--- config.mk ---
export PLATFORM = sky130hd
export DESIGN_NAME = ecd_dma
export DESIGN_NICKNAME = d
export VERILOG_FILES = /design/src/ecd_pkg.sv /design/src/ecd_addr_step.sv /design/src/ecd_dma.sv
export SDC_FILE = /design/constraint.sdc
export NUM_CORES = 2
export LEC_CHECK = 0
export BUFFER_PORTS_ARGS = -buffer_cell sky130_fd_sc_hd__buf_2
export CAP_MARGIN = 0
export CORE_ASPECT_RATIO = 1.2
export CORE_MARGIN = 2
export CORE_UTILIZATION = 58
export CTS_CLUSTER_DIAMETER = 100
export CTS_CLUSTER_SIZE = 8
export DETAILED_ROUTE_END_ITERATION = 7
export MAX_ROUTING_LAYER = met4
export PLACE_DENSITY = 0.81
export RECOVER_POWER = 100
export SYNTH_ARGS = -nofsm -noshare
export SYNTH_HDL_FRONTEND = slang
export SYNTH_SLANG_ARGS = --single-unit
--- constraint.sdc ---
create_clock -name clock_i -period 29 [get_ports clock_i]
set_input_delay 1.45 -clock clock_i [delete_from_list [all_inputs] [get_ports clock_i]]
set_output_delay 1.45 -clock clock_i [all_outputs]
set_load 0.02 [all_outputs]
--- src/ecd_pkg.sv ---
// ecd_pkg: constants, types and shared decode for the eight-channel engine
// assumes one clock, a plain register port and one memory bus master port
//
// Behaviour
// - no I/O-to-I/O transfers; other pairings run
// - one I/O acknowledge line per channel
// - router request cleared by acknowledge, per unit
// - memory-to-memory acknowledges only at zero count
// - I/O channel waits in standby between units
// - request bus, run cycles only after grant
// - snoop or non-snoop chosen by bit 11
// - bit 10 yields bus, non-snoop only
// - release bus when nothing is pending
// - hold nonmaskable interrupt while owning bus
// - internal mode: go bit alone requests
// - external mode: router level, pin edge/level
// - dual address only, both addresses driven
// - unit is read to buffer, then write
// - eight channels; go bit puts standby
// - standby request acquires bus; none releases
// - completion or error moves channel to idle
// - only allowed request and endpoint combinations
// - each address increments, decrements or stays
// - counting position at bit 0,4,8,12,16
// - position codes above 100 are prohibited
// - 24-bit count drops by unit size
// - pin sampled each edge; edge is new low
`default_nettype none
package ecd_pkg;
	localparam int NUM_CH = 8;
	localparam int CNT_W = 24;
	// register port layout: channel block = addr[7:5], word = addr[4:2]
	localparam int GLOB_BIT = 8;
	localparam logic [2:0] REG_CTRL = 3'h0;
	localparam logic [2:0] REG_SRC = 3'h1;
	localparam logic [2:0] REG_DST = 3'h2;
	localparam logic [2:0] REG_CNT = 3'h3;
	localparam logic [2:0] REG_POS = 3'h4;
	localparam logic [8:0] OFS_HOLD = 9'h100;
	localparam logic [8:0] OFS_STATUS = 9'h104;
	// channel_control fields
	localparam int CTL_GO = 0;
	localparam int CTL_EXT = 1;
	localparam int CTL_SIZE = 2;
	localparam int CTL_INTERRUPT_ROUTER = 4;
	localparam int CTL_SRC_IO = 5;
	localparam int CTL_DST_IO = 6;
	localparam int CTL_RELEASE_ON_REQUEST_ENABLE = 10;
	localparam int CTL_SNOOP = 11;
	localparam int CTL_LEV = 12;
	localparam int CTL_SAC = 16;
	localparam int CTL_DAC = 18;
	localparam logic [31:0] CTL_WMASK = 32'h000f_1c7f;
	// status fields
	localparam int STAT_ACT = 0;
	localparam int STAT_DONE = 8;
	localparam int STAT_ERR = 16;
	// values after reset
	localparam logic [31:0] CTRL_RST = 32'h0000_0000;
	localparam logic [31:0] ADDR_RST = 32'h0000_0000;
	localparam logic [23:0] CNT_RST = 24'h00_0000;
	localparam logic [5:0] POS_RST = 6'h00;
	localparam logic [31:0] HOLD_RST = 32'h0000_0000;
	// codes
	localparam logic [1:0] DIR_FIXED = 2'h0;
	localparam logic [1:0] DIR_INC = 2'h1;
	localparam logic [1:0] DIR_DEC = 2'h2;
	localparam logic [1:0] SIZE_32 = 2'h0;
	localparam logic [1:0] SIZE_16 = 2'h1;
	localparam logic [1:0] SIZE_BAD = 2'h3;
	localparam logic [2:0] POS_MAX = 3'h4;

	typedef enum logic [2:0] {
		ST_IDLE = 3'b000,
		ST_REQ = 3'b001,
		ST_READ = 3'b011,
		ST_WRITE = 3'b010,
		ST_CHK = 3'b110
	} ecd_state_e;

	// bytes moved per unit
	function automatic logic [23:0] ecd_unit_bytes(input logic [1:0] size);
		if (size == SIZE_32) begin
			return 24'h00_0004;
		end else if (size == SIZE_16) begin
			return 24'h00_0002;
		end
		return 24'h00_0001;
	endfunction

	function automatic logic [7:0] ecd_onehot(input logic [2:0] ch);
		return 8'h01 << ch;
	endfunction

	// configuration that must not start a channel
	function automatic logic ecd_cfg_bad(input logic [31:0] ctl,
		input logic [5:0] pos);
		logic io_any;
		logic pin_mode;
		io_any = ctl[CTL_SRC_IO] | ctl[CTL_DST_IO];
		pin_mode = ctl[CTL_EXT] & ~ctl[CTL_INTERRUPT_ROUTER];
		return (ctl[CTL_SRC_IO] & ctl[CTL_DST_IO]) |
			(pos[2:0] > POS_MAX) | (pos[5:3] > POS_MAX) |
			(ctl[CTL_SIZE+:2] == SIZE_BAD) |
			(ctl[CTL_SAC+:2] == 2'h3) | (ctl[CTL_DAC+:2] == 2'h3) |
			(~ctl[CTL_EXT] & io_any) |
			(pin_mode & ctl[CTL_LEV] & io_any) |
			(pin_mode & ~ctl[CTL_LEV] & ~io_any);
	endfunction
endpackage
`default_nettype wire

--- src/ecd_addr_step.sv ---
// ecd_addr_step: next source or destination address after one unit
// assumes direction and position codes were checked before the start
`timescale 1ns/10ps
`default_nettype none
module ecd_addr_step import ecd_pkg::*; (
	// current address and its settings
	input wire logic [31:0] addr_i,
	input wire logic [1:0] dir_i,
	input wire logic [2:0] pos_i,
	input wire logic [1:0] size_i,
	// stepped address
	output logic [31:0] addr_o
);
	logic [31:0] step;
	logic [4:0] shift;

	// bit 0 steps by the unit, higher positions by one at that bit
	assign shift = {pos_i, 2'b00};
	assign step = (pos_i == 3'h0) ? {8'h00, ecd_unit_bytes(size_i)} :
		(32'h0000_0001 << shift);
	assign addr_o = (dir_i == DIR_INC) ? addr_i + step :
		(dir_i == DIR_DEC) ? addr_i - step : addr_i;
endmodule
`default_nettype wire

--- src/ecd_dma.sv ---
// ecd_dma: eight-channel dual-address transfer engine with register port
// assumes the core arbiter, the memory bus and the interrupt router run
// on clock_i; only the external request pins are asynchronous
//
// Chosen here: the address-and-strobe port and the register addresses.
`timescale 1ns/10ps
`default_nettype none
module ecd_dma import ecd_pkg::*; (
	// clock, reset, enable
	input wire logic clock_i,
	input wire logic rst_n_i,
	input wire logic ce_i,
	// register port
	input wire logic [8:0] reg_addr_i,
	input wire logic [31:0] reg_wdata_i,
	input wire logic reg_wr_i,
	input wire logic reg_rd_i,
	output logic [31:0] reg_rdata_o,
	// transfer requests and acknowledges
	input wire logic [7:0] interrupt_router_xfer_req_n_i,
	input wire logic [7:0] ext_xfer_req_n_i,
	output logic [7:0] io_ack_n_o,
	output logic [7:0] done_o,
	// bus arbitration toward the core
	output logic nonsnoop_grant_request_o,
	output logic snoop_grant_request_o,
	input wire logic bus_grant_i,
	input wire logic core_release_req_i,
	// memory bus master
	output logic [31:0] mem_addr_o,
	output logic mem_rd_o,
	output logic mem_wr_o,
	output logic [1:0] mem_size_o,
	output logic [31:0] mem_wdata_o,
	input wire logic [31:0] mem_rdata_i,
	input wire logic mem_done_i,
	input wire logic mem_err_i,
	// nonmaskable interrupt pass-through
	input wire logic nonmaskable_irq_i,
	output logic nonmaskable_irq_o
);
	logic rst_meta_reg;
	logic rst_n;
	logic [7:0] ext_meta_reg;
	logic [7:0] ext_sync_reg;
	logic [7:0] ext_prev_reg;
	logic [7:0] ext_fall;
	ecd_state_e state_reg;
	ecd_state_e state_next;
	logic [2:0] cur_reg;
	logic [2:0] cur_next;
	logic [31:0] ctrl_w [NUM_CH];
	logic [31:0] src_w [NUM_CH];
	logic [31:0] dst_w [NUM_CH];
	logic [23:0] cnt_w [NUM_CH];
	logic [5:0] pos_w [NUM_CH];
	logic [7:0] active;
	logic [7:0] done_flag;
	logic [7:0] err_flag;
	logic [7:0] pend;
	logic [7:0] done_pulse;
	logic [2:0] pick_ch;
	logic pick_any;
	logic [31:0] ctl_cur;
	logic [31:0] src_nx;
	logic [31:0] dst_nx;
	logic [23:0] ub_cur;
	logic [23:0] cnt_nx;
	logic cur_io;
	logic unit_ok;
	logic unit_err;
	logic unit_start;
	logic yield;
	logic keep_bus;
	logic ack_cond;
	logic owning;
	logic [31:0] hold_reg;
	logic [31:0] rdata_reg;
	logic [31:0] rd_val;
	logic [31:0] rd_chan;
	logic [2:0] reg_idx;
	logic [2:0] reg_ch;
	logic [7:0] ack_n_reg;
	logic [7:0] done_o_reg;
	logic nsreq_reg;
	logic snoop_grant_request_reg;
	logic [31:0] maddr_reg;
	logic mrd_reg;
	logic mwr_reg;
	logic [1:0] msize_reg;
	logic nmi_hold_reg;
	logic nmi_out_reg;
	logic stat_wr;

	// reset release through two flops
	always_ff @(posedge clock_i or negedge rst_n_i) begin
		if (!rst_n_i) begin
			rst_meta_reg <= 1'b0;
			rst_n <= 1'b0;
		end else begin
			rst_meta_reg <= 1'b1;
			rst_n <= rst_meta_reg;
		end
	end

	// external pins: two-flop sync, then one more sample for the edge
	always_ff @(posedge clock_i or negedge rst_n) begin
		if (!rst_n) begin
			ext_meta_reg <= 8'hff;
			ext_sync_reg <= 8'hff;
			ext_prev_reg <= 8'hff;
		end else if (ce_i) begin
			ext_meta_reg <= ext_xfer_req_n_i;
			ext_sync_reg <= ext_meta_reg;
			ext_prev_reg <= ext_sync_reg;
		end
	end
	assign ext_fall = ext_prev_reg & ~ext_sync_reg;

	// register port decode
	assign reg_idx = reg_addr_i[4:2];
	assign reg_ch = reg_addr_i[7:5];
	assign stat_wr = reg_wr_i && (reg_addr_i == OFS_STATUS);

	// current channel settings and next values after one unit
	assign ctl_cur = ctrl_w[cur_reg];
	assign ub_cur = ecd_unit_bytes(ctl_cur[CTL_SIZE+:2]);
	assign cnt_nx = (cnt_w[cur_reg] > ub_cur) ?
		cnt_w[cur_reg] - ub_cur : 24'h00_0000;
	assign cur_io = ctl_cur[CTL_SRC_IO] | ctl_cur[CTL_DST_IO];
	assign unit_ok = (state_reg == ST_WRITE) && mem_done_i && !mem_err_i;
	assign unit_err = ((state_reg == ST_READ) || (state_reg == ST_WRITE)) &&
		mem_done_i && mem_err_i;
	assign unit_start = (state_next == ST_READ) && (state_reg != ST_READ);

	ecd_addr_step u_src_step (
		.addr_i(src_w[cur_reg]),
		.dir_i(ctl_cur[CTL_SAC+:2]),
		.pos_i(pos_w[cur_reg][2:0]),
		.size_i(ctl_cur[CTL_SIZE+:2]),
		.addr_o(src_nx)
	);

	ecd_addr_step u_dst_step (
		.addr_i(dst_w[cur_reg]),
		.dir_i(ctl_cur[CTL_DAC+:2]),
		.pos_i(pos_w[cur_reg][5:3]),
		.size_i(ctl_cur[CTL_SIZE+:2]),
		.addr_o(dst_nx)
	);

	// per-channel registers, request detection and flags
	for (genvar c = 0; c < NUM_CH; c++) begin : g_ch
		logic [31:0] ctl_r;
		logic [31:0] src_r;
		logic [31:0] dst_r;
		logic [23:0] cnt_r;
		logic [5:0] pos_r;
		logic act_r;
		logic edge_r;
		logic iwait_r;
		logic done_r;
		logic err_r;
		logic wsel;
		logic wr_ctl;
		logic go_w;
		logic bad;
		logic go_ok;
		logic go_zero;
		logic is_cur;
		logic fin;
		logic abort;
		logic req_src;

		assign wsel = reg_wr_i && !reg_addr_i[GLOB_BIT] &&
			(reg_ch == c) && (reg_addr_i[1:0] == 2'b00);
		assign wr_ctl = wsel && (reg_idx == REG_CTRL);
		assign go_w = reg_wdata_i[CTL_GO];
		assign bad = ecd_cfg_bad(reg_wdata_i, pos_r);
		assign go_ok = wr_ctl && go_w && !bad && (cnt_r != CNT_RST);
		assign go_zero = wr_ctl && go_w && !bad && (cnt_r == CNT_RST);
		assign is_cur = (cur_reg == c);
		assign fin = is_cur && unit_ok && (cnt_nx == CNT_RST);
		assign abort = is_cur && unit_err;
		// internal mode is always pending; router by level; pin by mode
		assign req_src = !ctl_r[CTL_EXT] ? 1'b1 :
			ctl_r[CTL_INTERRUPT_ROUTER] ? (!interrupt_router_xfer_req_n_i[c] && !iwait_r) :
			ctl_r[CTL_LEV] ? !ext_sync_reg[c] : edge_r;
		assign pend[c] = act_r && req_src;
		assign active[c] = act_r;
		assign done_flag[c] = done_r;
		assign err_flag[c] = err_r;
		assign done_pulse[c] = fin || abort || go_zero;
		assign ctrl_w[c] = ctl_r;
		assign src_w[c] = src_r;
		assign dst_w[c] = dst_r;
		assign cnt_w[c] = cnt_r;
		assign pos_w[c] = pos_r;

		// software writes first, unit completion overrides
		always_ff @(posedge clock_i or negedge rst_n) begin
			if (!rst_n) begin
				ctl_r <= CTRL_RST;
				src_r <= ADDR_RST;
				dst_r <= ADDR_RST;
				cnt_r <= CNT_RST;
				pos_r <= POS_RST;
			end else if (ce_i) begin
				if (wr_ctl) begin
					ctl_r <= reg_wdata_i & CTL_WMASK;
				end
				if (wsel && (reg_idx == REG_SRC)) begin
					src_r <= reg_wdata_i;
				end
				if (wsel && (reg_idx == REG_DST)) begin
					dst_r <= reg_wdata_i;
				end
				if (wsel && (reg_idx == REG_CNT)) begin
					cnt_r <= reg_wdata_i[CNT_W-1:0];
				end
				if (wsel && (reg_idx == REG_POS)) begin
					pos_r <= reg_wdata_i[5:0];
				end
				if (is_cur && unit_ok) begin
					src_r <= src_nx;
					dst_r <= dst_nx;
					cnt_r <= cnt_nx;
				end
			end
		end

		// channel state flags; hardware set wins over software clear
		always_ff @(posedge clock_i or negedge rst_n) begin
			if (!rst_n) begin
				act_r <= 1'b0;
				edge_r <= 1'b0;
				iwait_r <= 1'b0;
				done_r <= 1'b0;
				err_r <= 1'b0;
			end else if (ce_i) begin
				if (fin || abort || (wr_ctl && (!go_w || bad))) begin
					act_r <= 1'b0;
				end else if (go_ok) begin
					act_r <= 1'b1;
				end
				if (act_r && ext_fall[c]) begin
					edge_r <= 1'b1;
				end else if ((is_cur && unit_start) || !act_r) begin
					edge_r <= 1'b0;
				end
				if (is_cur && unit_ok && cur_io) begin
					iwait_r <= 1'b1;
				end else if (interrupt_router_xfer_req_n_i[c]) begin
					iwait_r <= 1'b0;
				end
				if (done_pulse[c]) begin
					done_r <= 1'b1;
				end else if (stat_wr && reg_wdata_i[STAT_DONE+c]) begin
					done_r <= 1'b0;
				end
				if (abort || (wr_ctl && go_w && bad)) begin
					err_r <= 1'b1;
				end else if (stat_wr && reg_wdata_i[STAT_ERR+c]) begin
					err_r <= 1'b0;
				end
			end
		end
	end

	// fixed priority: lowest channel number first
	always_comb begin
		pick_ch = 3'h0;
		pick_any = 1'b0;
		for (int i = NUM_CH - 1; i >= 0; i--) begin
			if (pend[i]) begin
				pick_ch = 3'(i);
				pick_any = 1'b1;
			end
		end
	end

	// bus hand-back between units
	assign yield = core_release_req_i && ctl_cur[CTL_RELEASE_ON_REQUEST_ENABLE] &&
		!ctl_cur[CTL_SNOOP];
	assign keep_bus = pick_any && !yield &&
		(ctrl_w[pick_ch][CTL_SNOOP] == ctl_cur[CTL_SNOOP]);

	// engine sequencing
	always_comb begin
		state_next = state_reg;
		cur_next = cur_reg;
		unique case (state_reg)
			ST_IDLE: begin
				if (pick_any) begin
					state_next = ST_REQ;
					cur_next = pick_ch;
				end
			end
			ST_REQ: begin
				if (bus_grant_i) begin
					state_next = ST_READ;
				end
			end
			ST_READ: begin
				if (mem_done_i) begin
					state_next = mem_err_i ? ST_CHK : ST_WRITE;
				end
			end
			ST_WRITE: begin
				if (mem_done_i) begin
					state_next = ST_CHK;
				end
			end
			ST_CHK: begin
				if (keep_bus) begin
					state_next = ST_READ;
					cur_next = pick_ch;
				end else begin
					state_next = ST_IDLE;
				end
			end
			default: begin
				state_next = ST_IDLE;
			end
		endcase
	end

	always_ff @(posedge clock_i or negedge rst_n) begin
		if (!rst_n) begin
			state_reg <= ST_IDLE;
			cur_reg <= 3'h0;
		end else if (ce_i) begin
			state_reg <= state_next;
			cur_reg <= cur_next;
		end
	end

	// acknowledge: I/O access cycles, or the final memory unit
	assign ack_cond = ((state_next == ST_READ) &&
		ctrl_w[cur_next][CTL_SRC_IO]) ||
		((state_next == ST_WRITE) && ctrl_w[cur_next][CTL_DST_IO]) ||
		(unit_ok && !cur_io && (cnt_nx == CNT_RST));

	// data capture and bus outputs, all registered
	always_ff @(posedge clock_i or negedge rst_n) begin
		if (!rst_n) begin
			hold_reg <= HOLD_RST;
			ack_n_reg <= 8'hff;
			done_o_reg <= 8'h00;
			nsreq_reg <= 1'b0;
			snoop_grant_request_reg <= 1'b0;
			maddr_reg <= ADDR_RST;
			mrd_reg <= 1'b0;
			mwr_reg <= 1'b0;
			msize_reg <= SIZE_32;
		end else if (ce_i) begin
			if ((state_reg == ST_READ) && mem_done_i && !mem_err_i) begin
				hold_reg <= mem_rdata_i;
			end else if (reg_wr_i && (reg_addr_i == OFS_HOLD)) begin
				hold_reg <= reg_wdata_i;
			end
			ack_n_reg <= ~({8{ack_cond}} & ecd_onehot(cur_next));
			done_o_reg <= done_pulse;
			nsreq_reg <= (state_next != ST_IDLE) &&
				!ctrl_w[cur_next][CTL_SNOOP];
			snoop_grant_request_reg <= (state_next != ST_IDLE) &&
				ctrl_w[cur_next][CTL_SNOOP];
			mrd_reg <= (state_next == ST_READ);
			mwr_reg <= (state_next == ST_WRITE);
			maddr_reg <= (state_next == ST_WRITE) ? dst_w[cur_next] :
				src_w[cur_next];
			msize_reg <= ctrl_w[cur_next][CTL_SIZE+:2];
		end
	end

	// nonmaskable interrupt waits while the engine owns the bus; taken
	// from the next state so the hold lines up with the registered cycles
	assign owning = (state_next != ST_IDLE) && (state_next != ST_REQ);
	always_ff @(posedge clock_i or negedge rst_n) begin
		if (!rst_n) begin
			nmi_hold_reg <= 1'b0;
			nmi_out_reg <= 1'b0;
		end else if (ce_i) begin
			if (owning && nonmaskable_irq_i) begin
				nmi_hold_reg <= 1'b1;
			end else if (!owning) begin
				nmi_hold_reg <= 1'b0;
			end
			nmi_out_reg <= !owning &&
				(nonmaskable_irq_i || nmi_hold_reg);
		end
	end

	// read data, one cycle after the strobe
	assign rd_chan = (reg_idx == REG_CTRL) ?
		{ctrl_w[reg_ch][31:1], active[reg_ch]} :
		(reg_idx == REG_SRC) ? src_w[reg_ch] :
		(reg_idx == REG_DST) ? dst_w[reg_ch] :
		(reg_idx == REG_CNT) ? {8'h00, cnt_w[reg_ch]} :
		(reg_idx == REG_POS) ? {26'h000_0000, pos_w[reg_ch]} : 32'h0000_0000;
	assign rd_val = (reg_addr_i[1:0] != 2'b00) ? 32'h0000_0000 :
		!reg_addr_i[GLOB_BIT] ? rd_chan :
		(reg_addr_i == OFS_HOLD) ? hold_reg :
		(reg_addr_i == OFS_STATUS) ? {8'h00, err_flag, done_flag, active} :
		32'h0000_0000;

	always_ff @(posedge clock_i or negedge rst_n) begin
		if (!rst_n) begin
			rdata_reg <= 32'h0000_0000;
		end else if (ce_i) begin
			rdata_reg <= reg_rd_i ? rd_val : 32'h0000_0000;
		end
	end

	assign reg_rdata_o = rdata_reg;
	assign io_ack_n_o = ack_n_reg;
	assign done_o = done_o_reg;
	assign nonsnoop_grant_request_o = nsreq_reg;
	assign snoop_grant_request_o = snoop_grant_request_reg;
	assign mem_addr_o = maddr_reg;
	assign mem_rd_o = mrd_reg;
	assign mem_wr_o = mwr_reg;
	assign mem_size_o = msize_reg;
	assign mem_wdata_o = hold_reg;
	assign nonmaskable_irq_o = nmi_out_reg;
endmodule
`default_nettype wire

## After elaboration in Yosys (flattened, before gate mapping)

Cells that the tools add are included.

| word-level totals | value |
|---|---|
| word-level logic and storage cells | 982 |
| output and inout bits | 119 |
| register bits | 1056 |
| input port bits | 99 |

| cells by class | value |
|---|---|
| equal/unequal tests | 38 |
| bitwise operators | 85 |
| $add $sub $neg | 5 |
| mux-type cells | 249 |
| shift operators | 3 |
| $lt $le $gt $ge | 22 |
| reductions and logical operators | 481 |

Operator list:

| operator | count |
|---|---|
| 32-bit 2-to-1 mux | 62 |
| 32-bit binary-select mux with 3-bit select | 10 |
| 24-bit 2-to-1 mux | 26 |
| 24-bit zero test | 9 |
| 1-bit logical AND | 207 |
| 24-bit nonzero test | 8 |
| 2-bit AND reduction | 82 |
| 24-bit binary-select mux with 3-bit select | 2 |
| 2-bit nonzero test | 66 |
| 1-bit 2-to-1 mux | 117 |
| 1-bit bitwise OR | 66 |
| 32-bit adder | 2 |
| 1-bit by 5-bit << shifter with 32-bit output, first input constant | 2 |
| 32-bit subtractor | 2 |
| 1-bit logical OR | 52 |
| 3-bit greater-than comparator, second input constant | 16 |
| 1-bit zero test | 48 |
| 12-bit 2-to-1 mux | 4 |
| 3-bit 2-to-1 mux | 15 |
| 20-bit 2-to-1 mux | 2 |
| 6-bit binary-select mux with 3-bit select | 2 |
| 3-bit by 2-bit == test with 1-bit output, second input constant | 10 |
| 3-bit == test, second input constant | 10 |
| 6-bit 2-to-1 mux | 5 |
| other kinds (25) | 58 |

## Depth between registers and ports, before layout

| logic depth | value |
|---|---|
| depth after elaboration | 30 |
| depth in mapped cells | 32 |
| gate-level depth less buffers | 20 |

## Modules after synthesis

From an unflattened synthesis, not the netlist that was laid out.

| second synthesis, totals | value |
|---|---|
| cells, all modules | 7426 |
| area total of the unflattened synthesis | 69545.4 µm² |

By module, submodules not included:

| module | seq. area each (µm²) | instances | cells each | area each (µm²) |
|---|---|---|---|---|
| ecd_dma | 26265.2 | 1 | 6699 | 64678.3 |
| ecd_addr_step at u_src_step | 0.0 | 1 | 362 | 2501.1 |
| ecd_addr_step at u_dst_step | 0.0 | 1 | 365 | 2366.0 |

## Worst setup path after synthesis

Ideal clock, no wire load.

| timing path | value |
|---|---|
| kind | reg-to-reg |
| from | reg cur_reg[0] |
| to | reg g_ch[7].src_r[30] |
| clock period less this slack | 6462 ps |
| setup time | 142 ps |
| data required time | 28858 ps |
| arrival time | 6320 ps |
| cell stages (with the launch flop) | 31 |
| slack | 22538 ps |
| buffers on the path | 11 |
| cells stage by stage | dfrtp_1 buf_6 buf_8 buf_6 buf_6 buf_6 buf_6 buf_4 buf_6 buf_2 buf_4 buf_2 mux4_2 mux2i_1 and2_1 nand2_1 nor2_1 ha_1 inv_1 fa_1 a21oi_1 a21oi_1 nand2b_1 a211oi_2 o21a_1 o21a_1 o21a_1 nor2_1 a311oi_2 xor2_2 o221ai_1 |

| on the way | value |
|---|---|
| word-level cells in the longest chain between the ends | 13 |
| elaborated cells on any way between the ends | 30 |
| those cells by class | 2 x add/sub; 4 x eq/ne; 1 x shift; 17 x mux; 1 x bitwise; 5 x reduce/logical |

Ends and longest elaborated chain:

| what | RTL line | text |
|---|---|---|
| start, declared | ecd_dma.sv:50 | `logic [2:0] cur_reg;` |
| start signal, assigned | ecd_dma.sv:334 | `cur_reg <= cur_next;` |
| 3-bit NOT with 4-bit output (implied by the code) | ecd_dma.sv:126, ecd_dma.sv:137, ecd_dma.sv:139 |  |
| 32-bit binary-select mux with 3-bit select | ecd_dma.sv:126 | `assign ctl_cur = ctrl_w[cur_reg];` |
| 20-bit 2-to-1 mux (implied by the code) (2 in a row) | ecd_dma.sv:126 |  |
| 2-bit by 1-bit == test with 1-bit output | ecd_pkg.sv:85 | `end else if (size == SIZE_16) begin` |
| 1-bit 2-to-1 mux | ecd_pkg.sv:85 |  |
| 1-bit 2-to-1 mux | ecd_pkg.sv:83 | `if (size == SIZE_32) begin` |
| 24-bit 2-to-1 mux | ecd_pkg.sv:88 | `return 24'h00_0001;` |
| 32-bit 2-to-1 mux | ecd_addr_step.sv:19 | `assign step = (pos_i == 3'h0) ? {8'h00, ecd_unit_bytes(size_i)} :` |
| 32-bit subtractor | ecd_addr_step.sv:22 | `(dir_i == DIR_DEC) ? addr_i - step : addr_i;` |
| 32-bit 2-to-1 mux | ecd_addr_step.sv:22 |  |
| 32-bit 2-to-1 mux | ecd_addr_step.sv:21 | `assign addr_o = (dir_i == DIR_INC) ? addr_i + step :` |
| 32-bit 2-to-1 mux | ecd_dma.sv:224 | `if (is_cur && unit_ok) begin` |
| end signal, assigned | ecd_dma.sv:213 | `src_r <= reg_wdata_i;` |
| end signal, assigned | ecd_dma.sv:225 | `src_r <= src_nx;` |
| end, declared | ecd_dma.sv:155 | `logic [31:0] src_r;` |

Several ways; a longest one is shown, not always the timed one. The select of a mux whose other input is x is not followed.
A chain may end at the register's enable or synchronous reset.

## Worst setup path after layout

| timing path | value |
|---|---|
| from | reg cur_reg[0] |
| to | reg g_ch[2].src_r[27] |

| on the way | value |
|---|---|
| word-level cells in the longest chain between the ends | 13 |
| elaborated cells on any way between the ends | 30 |
| those cells by class | 2 x add/sub; 4 x eq/ne; 1 x shift; 17 x mux; 1 x bitwise; 5 x reduce/logical |

Ends and longest elaborated chain:

| what | RTL line |
|---|---|
| 3-bit NOT with 4-bit output (implied by the code) | ecd_dma.sv:126, ecd_dma.sv:137, ecd_dma.sv:139 |
| 32-bit binary-select mux with 3-bit select | ecd_dma.sv:126 |
| 20-bit 2-to-1 mux (implied by the code) (2 in a row) | ecd_dma.sv:126 |
| 2-bit by 1-bit == test with 1-bit output | ecd_pkg.sv:85 |
| 1-bit 2-to-1 mux | ecd_pkg.sv:85 |
| 1-bit 2-to-1 mux | ecd_pkg.sv:83 |
| 24-bit 2-to-1 mux | ecd_pkg.sv:88 |
| 32-bit 2-to-1 mux | ecd_addr_step.sv:19 |
| 32-bit subtractor | ecd_addr_step.sv:22 |
| 32-bit 2-to-1 mux | ecd_addr_step.sv:22 |
| 32-bit 2-to-1 mux | ecd_addr_step.sv:21 |
| 32-bit 2-to-1 mux | ecd_dma.sv:224 |
| end signal, assigned | ecd_dma.sv:213 |
| end signal, assigned | ecd_dma.sv:225 |
| end, declared | ecd_dma.sv:155 |

Several ways; a longest one is shown, not always the timed one. The select of a mux whose other input is x is not followed.

==> summary.md <==
| Metric | Value |
|---|---|
| Post-Route Setup TNS | `0 ns` |
| Critical Path End Type | `flop` |
| Layout Utilization | `63.32%` |
| CP Launch Type | `flop` |
| Maximum vdd drop | `around 0.000078 V` |
| Avg Vias per Cell | `approximately 7.7` |
| First-pass GRT wire length | `437.0 mm` |
| Largest registers | `g_ch.dst_r: 256 flops, g_ch.src_r: 256 flops, g_ch.cnt_r: 192 flops` |
| Crit path max fanout | `81` |
| Initial DRT Pass Iterations | `8` |
| Slew @ Worst Pin | `~7.4 ns` |
| Boundary Pins | `~220` |
| Routed vias | `around 67k` |
| Critical path endpoint | `g_ch[2].src_r[27]` |
| Worst endpoint required time | `29.72 ns` |
| Syn Inst Count | `between 7k and 8k` |
| Routed wire length | `just over 300 mm` |
| CP arrival | `around 17 ns` |
| Core ar. | `about 120,000 µm²` |
| Clk_lat worst skew | `0.84 ns` |
| Drt drc | `4` |
| Root buffer cell | `clkbuf_16` |
| Number of port buffers | `217` |
| Nets | `7,241` |
| Final Hold Violating Endpoints | `0` |
| WL per Instance | `about 35 µm` |
| Peak Freq | `a little over 60 MHz` |
| H-tree levels | `4` |
| Ys flop type | `dfrtp_1` |
| Max cap viols | `27` |
| Mapped Nets | `~7.4k` |
| Worst Hold Class | `reg -> reg` |
| Yosys reg bits | `1,048` |
| Cts repair resizes | `0` |
| Clock transition at path regs | `roughly 0.050 ns` |
| Outcome | `complete, but fails checks` |
| Register area share after synthesis | `roughly 38%` |
| Total Routing Usage GR | `between 50% and 60%` |
| Setup crit start | `cur_reg[0]` |
| DIE AREA | `around 120,000 µm²` |
| Layout area overhead | `8.033%` |
| Placer congestion estimate | `around 1.1` |
| Syn_area_per_cell | `roughly 9.6 µm²` |
| CTS Buffer Depth | `3` |
| Final setup viols | `0` |
| Slew headroom | `-394.8%` |
| CP Cell Sequence | `clkbuf_1, clkbuf_1, mux4_2, nand2_1, nand2_1, ha_1, inv_1, a21oi_1, o21bai_1, a31oi_1, o21ba_1, o21ai_0, a31oi_1, o21bai_1, a31oi_1, o32ai_1, nor4_1, a211oi_1` |
| Final min period | `between 15 and 20 ns` |
| EDFF count, synth | `0` |
| Kind of critical path | `reg -> reg` |
| CTS Hold Bufs | `0` |
| Worst Skew | `between 0.03 and 0.04 ns` |
| Power Density | `between 90 and 100 nW/µm²` |
| DRT iter0 DRCs | `11.03k` |
| GRT Residual Overflow | `0` |
| Synth Warn # | `0` |
| Die H | `382.7 µm` |
| Slew Viols, Final | `between 1.5k and 2k` |
| Post-route ant nets | `0` |
| Die width | `319.6 µm` |
| Async S/R FF share, synth | `100.0%` |
| Number of clock sinks | `~1.0k` |
| CP max stage delay | `about 5.3 ns` |
| Clock tree from TritonCTS | `built` |
| Share of cells above drive strength 1 | `16.47%` |
| R2r worst-path depth | `18` |
| Dominant cells by area after synthesis | `dfrtp_1 (37%), mux4_2 (16%), nand2_1 (6.8%), nor2_1 (4.2%), mux2i_1 (3.9%)` |
| Crit Reg-Reg Endpoint | `g_ch[2].src_r[27]` |
| DP Wirelength | `195.1 mm` |
| Yosys top cell by area | `dfrtp_1` |
| R2R setup slack | `~13 ns` |
| RSZ-0062 raised after global routing | `false` |
| CP max stage cell | `clkbuf_1` |
| Violated checks | `DRC, capacitance limit, slew limit` |
| Worst r2r src | `cur_reg[0]` |
| Rows | `138` |
| CTS buffer count | `between 100 and 150` |
| Setup Buffers After CTS | `0` |
| Vias in the first global route | `64.96k` |
| Initial antenna violation count | `27` |
| Top cell type's share of synthesized area | `between 30 and 40%` |
| Final Cycle Share | `55.32%` |
| Distinct cells, synth | `100` |
| Worst path most repeated cell | `a31oi_1` |
| Leakage | `between 30 and 40 nW` |
| Initial core utilization | `about three fifths` |
| Syn Std Cell Area | `about 69,000 µm²` |
| Largest net degree at the start of global routing | `160` |
cell usage in the layout (no fill, tap or decap), drive strengths merged, types with 201 or more instances in the layout:
cell / instances
nand2: 1255
dfrtp: 1016
nor2: 770
mux4: 506
o21ai: 471
a21oi: 444
clkbuf: 325
mux2i: 271
o31ai: 217
buf: 201
power breakdown:
group	switching, mW	internal [mW]	total (mW)
clock	0.706	0.931	1.64
combinational	2.22	1.25	3.47
sequential	0.396	1.79	2.19
layer usage:
metal | vias up | part of all wire (%) | track usage (%)
met1 | 31900 | 32 | 57.91
met2 | 6339 | 41 | 69.04
met3 | 1990 | 17 | 23.20
met4 | 0 | 10 | 38.59
li1 | 26430 | - | -
met5 | - | 0 | -
cells in the mapped netlist, types with 62 or more instances:
library cell	number
mux2_2	185
nor3_1	91
nor2_1	770
buf_2	62
o21ai_0	442
and2_1	128
a211oi_1	95
inv_1	68
o31ai_1	217
nor4_1	86
dfrtp_1	1016
mux4_2	506
a21oi_1	442
buf_1	83
a31oi_1	72
nand2_1	1255
mux2i_1	268
clkbuf_1	460
logic make-up (layout without fill, tap and decap cells):
logic type	Yosys count	after routing	synth area share, %
simple gates	2596	2596	16.03
compound gates	1809	1809	16.78
flops	1048	1048	37.89
mux	962	962	23.37
buf+inv	707	609	4.205
xor+xnor	61	61	0.8031
fa+ha+maj	48	48	0.9204
other cells	1	35	0.005409
worst max-delay path, delay by kind of cell, from the launching register on:
| kind | cells | cell delay [ns] |
|---|---|---|
| mux | 1 | 0.78 |
| buf+inv | 3 | 8.40 |
| fa+ha+maj | 1 | 0.37 |
| compound gates | 10 | 4.05 |
| flops | 1 | 1.79 |
| simple gates | 3 | 0.38 |
stage by stage:
step | hold slack (ns) | area (µm²) | setup slack, ns | cells | power [mW]
final | 0.3558 | 74900 | 12.96 | 8708 | 7.299
after global routing | 0.3615 | 74880 | 11.54 | 8702 | 7.516
after CTS | 0.3578 | 75170 | 21.56 | 8674 | 7.127
after detailed placement | 0.3466 | 71100 | 21.57 | 8484 | 5.507
after global placement | 0.3344 | 71100 | 21.70 | 8484 | 5.440
after floorplan | 0.3311 | 69330 | 12.03 | 7232 | 4.387
cell type report:
cell class              count  area (µm²)
well taps                1540        1927
clock inverters            13       217.7
multi-input cells        5477       40370
fillers                  9533       43380
flip-flops and latches   1048       26270
clock buffers             177        3855
inverters                  70       269.0
diodes                     34       85.08
repair buffers            349        1901
how the worst min path moves through the flow:
stage / cells past startpoint / end / start
after detailed placement: 0 / rst_n / rst_meta_reg
after global placement: 0 / rst_n / rst_meta_reg
after CTS: 0 / rst_n / rst_meta_reg
after global routing: 0 / rst_n / rst_meta_reg
final: 0 / rst_n / rst_meta_reg
after floorplan: 0 / rst_n / rst_meta_reg
(Power assumes the default switching activity.)
